**config.mk**
```make
export PLATFORM = sky130hd
export DESIGN_NAME = skip_table_xor_exec
export DESIGN_NICKNAME = d
export VERILOG_FILES = /design/src/exec_pkg.sv /design/src/skip_table_xor_exec.sv /design/src/zero_detect.sv
export SDC_FILE = /design/constraint.sdc
export NUM_CORES = 1
export LEC_CHECK = 0
export ABC_AREA = 0
export BUFFER_PORTS_ARGS = -buffer_cell sky130_fd_sc_hd__buf_2
export CORE_ASPECT_RATIO = 1.1
export CORE_MARGIN = 2
export CORE_UTILIZATION = 25
export DETAILED_ROUTE_END_ITERATION = 6
export PLACE_DENSITY = 0.53
export SLEW_MARGIN = 20
export SYNTH_ARGS = -nofsm -noshare
export SYNTH_HDL_FRONTEND = slang
export SYNTH_SLANG_ARGS = --single-unit
```
**constraint.sdc**
```tcl
create_clock -name clk_in -period 2.7 [get_ports clk_in]
set_input_delay 0.81 -clock clk_in [delete_from_list [all_inputs] [get_ports clk_in]]
set_output_delay 0.81 -clock clk_in [all_outputs]
set_load 0.005 [all_outputs]
```
**src/exec_pkg.sv**
```systemverilog
// Constants, types and opcode encodings for the skip, table-read and XOR executor
package exec_pkg;
  localparam int DATA_W = 8;
  localparam int DADDR_W = 9;
  localparam int PADDR_W = 16;
  localparam int PWORD_W = 16;
  localparam int BIT_SEL_W = 3;
  localparam logic [DATA_W-1:0] ZERO_BYTE = 8'h00;
  localparam logic [DATA_W-1:0] LAST_PAGE = 8'hFF;
  localparam logic [DATA_W-1:0] PTR_STEP = 8'h01;
  localparam logic [DATA_W-1:0] RESET_BYTE = 8'h00;
  localparam logic [1:0] SKIP_CYCLES = 2'h2;

  typedef enum logic [3:0] {
    OP_NONE = 4'h0,
    OP_SKIP_MEM_NULL = 4'h1,
    OP_SKIP_NULL_MOVE = 4'h2,
    OP_SKIP_BIT_NULL = 4'h3,
    OP_TABLE_PAGED = 4'h4,
    OP_TABLE_LAST = 4'h5,
    OP_TABLE_PAGED_PREINC = 4'h6,
    OP_TABLE_LAST_PREINC = 4'h7,
    OP_XOR_REG = 4'h8,
    OP_XOR_MEM = 4'h9
  } op_t;

  typedef enum logic [1:0] {
    ST_IDLE = 2'b00,
    ST_READ = 2'b01,
    ST_FETCH = 2'b10,
    ST_DUMMY = 2'b11
  } state_t;

  typedef struct packed {
    op_t op;
    logic [DADDR_W-1:0] addr;
    logic [BIT_SEL_W-1:0] bit_sel;
  } cmd_t;

  typedef struct packed {
    logic we;
    logic [DADDR_W-1:0] addr;
    logic [DATA_W-1:0] wdata;
  } dmem_wr_t;
endpackage

```
**src/skip_table_xor_exec.sv**
```systemverilog
// Executor for skip-if-zero, table-read and XOR instructions
`timescale 1ns/1ps
module skip_table_xor_exec
  import exec_pkg::*;
(
  input wire logic clk_in,
  input wire logic rst_b_in,
  input wire logic cmd_valid_in,
  input wire cmd_t cmd_in,
  input wire logic [DATA_W-1:0] dmem_rdata_in,
  input wire logic [PWORD_W-1:0] pmem_rdata_in,
  input wire logic [DATA_W-1:0] tbl_ptr_low_wdata_in,
  input wire logic [DATA_W-1:0] tbl_ptr_high_wdata_in,
  input wire logic tbl_ptr_low_we_in,
  input wire logic tbl_ptr_high_we_in,
  output logic busy_out,
  output logic done_out,
  output logic skip_out,
  output logic dummy_out,
  output logic [DADDR_W-1:0] dmem_raddr_out,
  output dmem_wr_t dmem_wr_out,
  output logic [PADDR_W-1:0] pmem_addr_out,
  output logic [DATA_W-1:0] working_register_out,
  output logic [DATA_W-1:0] table_high_latch_out,
  output logic [DATA_W-1:0] table_pointer_low_out,
  output logic [DATA_W-1:0] table_pointer_high_out,
  output logic zero_flag_out
);
  state_t state_q, state_d;
  cmd_t cmd_q, cmd_d;
  logic busy_q, busy_d, done_q, done_d, skip_q, skip_d, dummy_q, dummy_d;
  logic [DADDR_W-1:0] raddr_q, raddr_d;
  dmem_wr_t wr_q, wr_d;
  logic [PADDR_W-1:0] paddr_q, paddr_d;
  logic [DATA_W-1:0] wreg_q, wreg_d, table_high_latch_q, table_high_latch_d, table_pointer_low_q, table_pointer_low_d, table_pointer_high_q, table_pointer_high_d;
  logic zf_q, zf_d;
  logic is_zero;
  logic [DATA_W-1:0] xor_val;
  logic [DATA_W-1:0] ptr_next;

  zero_detect u_zero (
    .value_in(dmem_rdata_in),
    .bit_sel_in(cmd_q.bit_sel),
    .bit_mode_in(cmd_q.op == OP_SKIP_BIT_NULL),
    .zero_out(is_zero)
  );

  assign xor_val = wreg_q ^ dmem_rdata_in;
  assign ptr_next = table_pointer_low_q + PTR_STEP;

  always_comb begin
    state_d = state_q;
    cmd_d = cmd_q;
    busy_d = busy_q;
    done_d = 1'b0;
    skip_d = 1'b0;
    dummy_d = 1'b0;
    raddr_d = raddr_q;
    wr_d = '0;
    paddr_d = paddr_q;
    wreg_d = wreg_q;
    table_high_latch_d = table_high_latch_q;
    table_pointer_low_d = tbl_ptr_low_we_in ? tbl_ptr_low_wdata_in : table_pointer_low_q;
    table_pointer_high_d = tbl_ptr_high_we_in ? tbl_ptr_high_wdata_in : table_pointer_high_q;
    zf_d = zf_q;
    case (state_q)
      ST_IDLE: begin
        if (cmd_valid_in && cmd_in.op != OP_NONE) begin
          cmd_d = cmd_in;
          busy_d = 1'b1;
          raddr_d = cmd_in.addr;
          case (cmd_in.op)
            OP_TABLE_PAGED: begin
              paddr_d = {table_pointer_high_d, table_pointer_low_d};
              state_d = ST_FETCH;
            end
            OP_TABLE_LAST: begin
              paddr_d = {LAST_PAGE, table_pointer_low_d};
              state_d = ST_FETCH;
            end
            OP_TABLE_PAGED_PREINC: begin
              table_pointer_low_d = table_pointer_low_d + PTR_STEP;
              paddr_d = {table_pointer_high_d, table_pointer_low_d};
              state_d = ST_FETCH;
            end
            OP_TABLE_LAST_PREINC: begin
              table_pointer_low_d = table_pointer_low_d + PTR_STEP;
              paddr_d = {LAST_PAGE, table_pointer_low_d};
              state_d = ST_FETCH;
            end
            default: state_d = ST_READ;
          endcase
        end
      end
      ST_READ: begin
        state_d = ST_IDLE;
        busy_d = 1'b0;
        done_d = 1'b1;
        case (cmd_q.op)
          OP_SKIP_MEM_NULL: begin
            wr_d = '{we: 1'b1, addr: cmd_q.addr, wdata: dmem_rdata_in};
          end
          OP_SKIP_NULL_MOVE: begin
            wreg_d = dmem_rdata_in;
          end
          OP_XOR_REG: begin
            wreg_d = xor_val;
            zf_d = (xor_val == ZERO_BYTE);
          end
          OP_XOR_MEM: begin
            wr_d = '{we: 1'b1, addr: cmd_q.addr, wdata: xor_val};
            zf_d = (xor_val == ZERO_BYTE);
          end
          default: ;
        endcase
        // Skip on zero byte or zero bit; flags untouched
        if ((cmd_q.op == OP_SKIP_MEM_NULL || cmd_q.op == OP_SKIP_NULL_MOVE ||
             cmd_q.op == OP_SKIP_BIT_NULL) && is_zero) begin
          skip_d = 1'b1;
          busy_d = 1'b1;
          done_d = 1'b0;
          state_d = ST_DUMMY;
        end
      end
      ST_FETCH: begin
        wr_d = '{we: 1'b1, addr: cmd_q.addr, wdata: pmem_rdata_in[DATA_W-1:0]};
        table_high_latch_d = pmem_rdata_in[PWORD_W-1:DATA_W];
        state_d = ST_IDLE;
        busy_d = 1'b0;
        done_d = 1'b1;
      end
      ST_DUMMY: begin
        dummy_d = 1'b1;
        busy_d = 1'b0;
        done_d = 1'b1;
        state_d = ST_IDLE;
      end
      default: begin
        state_d = ST_IDLE;
        busy_d = 1'b0;
      end
    endcase
  end

  always_ff @(posedge clk_in) begin
    if (!rst_b_in) begin
      state_q <= ST_IDLE;
      cmd_q <= '0;
      busy_q <= 1'b0;
      done_q <= 1'b0;
      skip_q <= 1'b0;
      dummy_q <= 1'b0;
      raddr_q <= '0;
      wr_q <= '0;
      paddr_q <= '0;
      wreg_q <= RESET_BYTE;
      table_high_latch_q <= RESET_BYTE;
      table_pointer_low_q <= RESET_BYTE;
      table_pointer_high_q <= RESET_BYTE;
      zf_q <= 1'b0;
    end else begin
      state_q <= state_d;
      cmd_q <= cmd_d;
      busy_q <= busy_d;
      done_q <= done_d;
      skip_q <= skip_d;
      dummy_q <= dummy_d;
      raddr_q <= raddr_d;
      wr_q <= wr_d;
      paddr_q <= paddr_d;
      wreg_q <= wreg_d;
      table_high_latch_q <= table_high_latch_d;
      table_pointer_low_q <= table_pointer_low_d;
      table_pointer_high_q <= table_pointer_high_d;
      zf_q <= zf_d;
    end
  end

  assign busy_out = busy_q;
  assign done_out = done_q;
  assign skip_out = skip_q;
  assign dummy_out = dummy_q;
  assign dmem_raddr_out = raddr_q;
  assign dmem_wr_out = wr_q;
  assign pmem_addr_out = paddr_q;
  assign working_register_out = wreg_q;
  assign table_high_latch_out = table_high_latch_q;
  assign table_pointer_low_out = table_pointer_low_q;
  assign table_pointer_high_out = table_pointer_high_q;
  assign zero_flag_out = zf_q;
endmodule

```
**src/zero_detect.sv**
```systemverilog
// Zero test of a byte or of one selected bit
`timescale 1ns/1ps
module zero_detect
  import exec_pkg::*;
(
  input wire logic [DATA_W-1:0] value_in,
  input wire logic [BIT_SEL_W-1:0] bit_sel_in,
  input wire logic bit_mode_in,
  output logic zero_out
);
  always_comb begin
    if (bit_mode_in) begin
      zero_out = ~value_in[bit_sel_in];
    end else begin
      zero_out = (value_in == ZERO_BYTE);
    end
  end
endmodule
```
==> results.json <==
{
  "clock_latency_ns": 0.34,
  "hold_depth": 2,
  "cts_resized": 0,
  "netlist_instances": 476,
  "rsz0062_at_grt": "no",
  "cts_hold_buf": 0,
  "core-area_um2": 16200,
  "ys_types": 57,
  "yosys-top-cells-count": "89 x dfxtp_1, 70 x nand2_1, 41 x a21oi_1, 34 x nor2_1, 29 x mux2i_1",
  "post-route-util_pct": 32.2,
  "synthMuxAreaShare_pct": 7.93,
  "p_per_area_nw_per_um2": 658,
  "power_mw": 3.43,
  "synth_top_cell_by_area": "dfxtp_1",
  "post-route-period-util_pct": 77.8,
  "grt_overflow": 0,
  "holdWs_ns": 0.449,
  "synth_flop_cell": "dfxtp_1",
  "wl_per_cell_um": 14.3,
  "rows": 49,
  "synth.area.top_cells": "dfxtp_1 44%, mux2i_1 7.1%, nand2_1 6.4%, a21oi_1 5.0%, xor2_1 4.3%",
  "grtUsageMet3_pct": 3.91,
  "grt-busiest-layer": "met2",
  "place_congestion": 0.838,
  "cp_data_arrival_time_ns": 2.36,
  "grt_use_met2_pct": 21.8,
  "slew_viol_final": 0,
  "worst_slack_ns": 0.600,
  "grt_use_met1_pct": 16.4,
  "htree_levels": 3,
  "syn-num-nets": 543,
  "ys_ff_latch": 89,
  "crit_fanout": 8,
  "io_buffers": 140,
  "synth-compound-area-share_pct": 13.7,
  "clock_path_buffers": 2,
  "syn_area_um2": 4090,
  "grt_pass1_wl_um": 18500,
  "dp_hpwl_um": 8590,
  "setup_viol": 0,
  "drt-pass1-iter-count": 5,
  "leakagePower_nw": 2.35,
  "fmax_mhz": 476,
  "yosysWarningCount": 0,
  "synth_edf_count": 0,
  "clock-sinks": 89,
  "dp_slack_ns": 0.260,
  "drt-total-wl_um": 11400,
  "irDropWorstVdd_v": 0.000320,
  "antenna_cells": 0,
  "area_delta_synth_final_pct": 27.6,
  "hold_viol": 0,
  "die_y_um": 138,
  "synth_xor_area_share_pct": 4.93,
  "cp-end-kind": "flop",
  "synth.avg_cell_area_um2": 8.58,
  "post-cts-setup-buffers": 0,
  "synth.top_cell.area_share_pct": 43.6,
  "drt_iter0_drc": 195,
  "grt_start_max_net_pins": 25,
  "synth_simple_gate_area_share_pct": 21.9,
  "yosysMostFrequentCell": "dfxtp_1",
  "finalSetupTns_ns": 0,
  "grt_usage_pct": 13.1,
  "clk_pin_slew_worst_paths_ns": 0.07,
  "vias": 3770,
  "reg2regPathDepth": 6,
  "cp.required_ns": 2.96,
  "routed_via_density": 4.72,
  "synthAdderAreaFrac_pct": 1.84,
  "synth_async_sr_flop_share_pct": 0,
  "max_cap_viol_count": 0,
  "root_buffer": "clkbuf_16",
  "cts_inserted_buffers": 9,
  "critPathLaunchType": "primary input",
  "rrSetupSlack_ns": 0.70,
  "cts_tree": "done",
  "fill_cells": 1696,
  "synth_top_family_by_area": "simple AND/OR/NAND/NOR gates",
  "die_area_um2": 17400,
  "yosysSeqAreaShare_pct": 43.6,
  "postRouteAntennaNets": 0,
  "critical_path_class": "primary input to flop",
  "boundaryPins": 141,
  "post-route-min-period_ns": 2.10,
  "skew_ns": 0.00685,
  "outcome": "finished clean",
  "worst_slew_pin_slew_ns": 0.896,
  "dieWidth_um": 126,
  "drc_errors": 0,
  "min_path_type": "flop to flop",
  "fin_nets": 657,
  "slew_headroom_pct": 39.8,
  "drive_gt1_share_pct": 29.3,
  "start_util_pct": 25.2,
  "antenna_found_initial": 0,
  "grt_pass1_vias": 3586
}
[logic make-up (layout without fill, tap and decap cells)]
group                      Yosys count  after routing
buffers and inverters               50            168
xor gates and xnor gates            23             23
adders and majority gates            6              6
DFF                                 89             89
AOI/OAI and AO/OA                   94             94
muxes                               31             31
and+or+nand+nor                    183            183
[layer usage]
metal | routed length, µm | vias to the layer above
met3 | 776 | 13
met5 | 0 | -
li1 | - | 1865
met2 | 5420 | 133
met4 | 118 | 0
met1 | 5100 | 1759
[cells in the final DEF, fill, tap and decap left out, types with 3 or more instances in the layout]
master / instances
nor4_1: 5
a21oi_1: 41
clkbuf_16: 9
buf_4: 7
bufinv_16: 3
o31ai_1: 4
ha_1: 6
nor2_1: 34
nand3b_1: 4
nand2_1: 70
inv_1: 5
nor3_1: 9
buf_2: 140
a311oi_1: 3
nand3_1: 22
xor2_1: 20
o21ai_0: 27
dfxtp_1: 89
xnor2_1: 3
o211ai_1: 3
mux2i_1: 29
and3_1: 6
and2_1: 12
[critical path, cell delays in order]
cell,delay [ns]
buf_2,0.15
or4_4,0.56
a21boi_4,0.24
mux2_2,0.36
a311oi_1,0.23
[layout make-up]
type	count	area (µm²)	share of cell area, %
clock buffer	10	239	4.58
tap	204	255	4.90
clock inverter	5	104	1.99
multi-input combinational	337	2060	39.5
inverter	6	22.5	0.432
sequential	89	1780	34.2
timing repair buffer	147	753	14.5
[through the flow]
step | std cells | cell area, µm²
floorplan | 476 | 4090
global placement | 783 | 4870
detailed placement | 783 | 4870
CTS | 798 | 5210
global route | 798 | 5210
finish | 798 | 5210
[registers in the layout, summed over array words and instances, names as in the netlist]
name                    count
zero_flag_out               1
working_register_out        8
skip_out                    1
cmd_q                       7
table_pointer_low_out       8
pmem_addr_out              16
done_out                    1
table_pointer_high_out      8
dmem_wr_out                18
table_high_latch_out        8
dummy_out                   1
state_q                     2
busy_out                    1
dmem_raddr_out              9
[power by group]
group | leakage (nW) | internal [mW] | switching [mW]
combinational | 1.46 | 0.225 | 0.300
sequential | 0.725 | 1.39 | 0.0618
clock | 0.169 | 0.925 | 0.531
total | 2.35 | 2.54 | 0.893
[path summary, 6_finish.rpt]
path	from	to
worst max register to register	state_q[0]	pmem_addr_out[13]
worst min-delay path	pmem_addr_out[0]	pmem_addr_out[0]
worst max-delay path	cmd_in[14]	state_q[0]
worst min register to register	pmem_addr_out[0]	pmem_addr_out[0]
No activity file was read; power rests on OpenSTA's default activity.
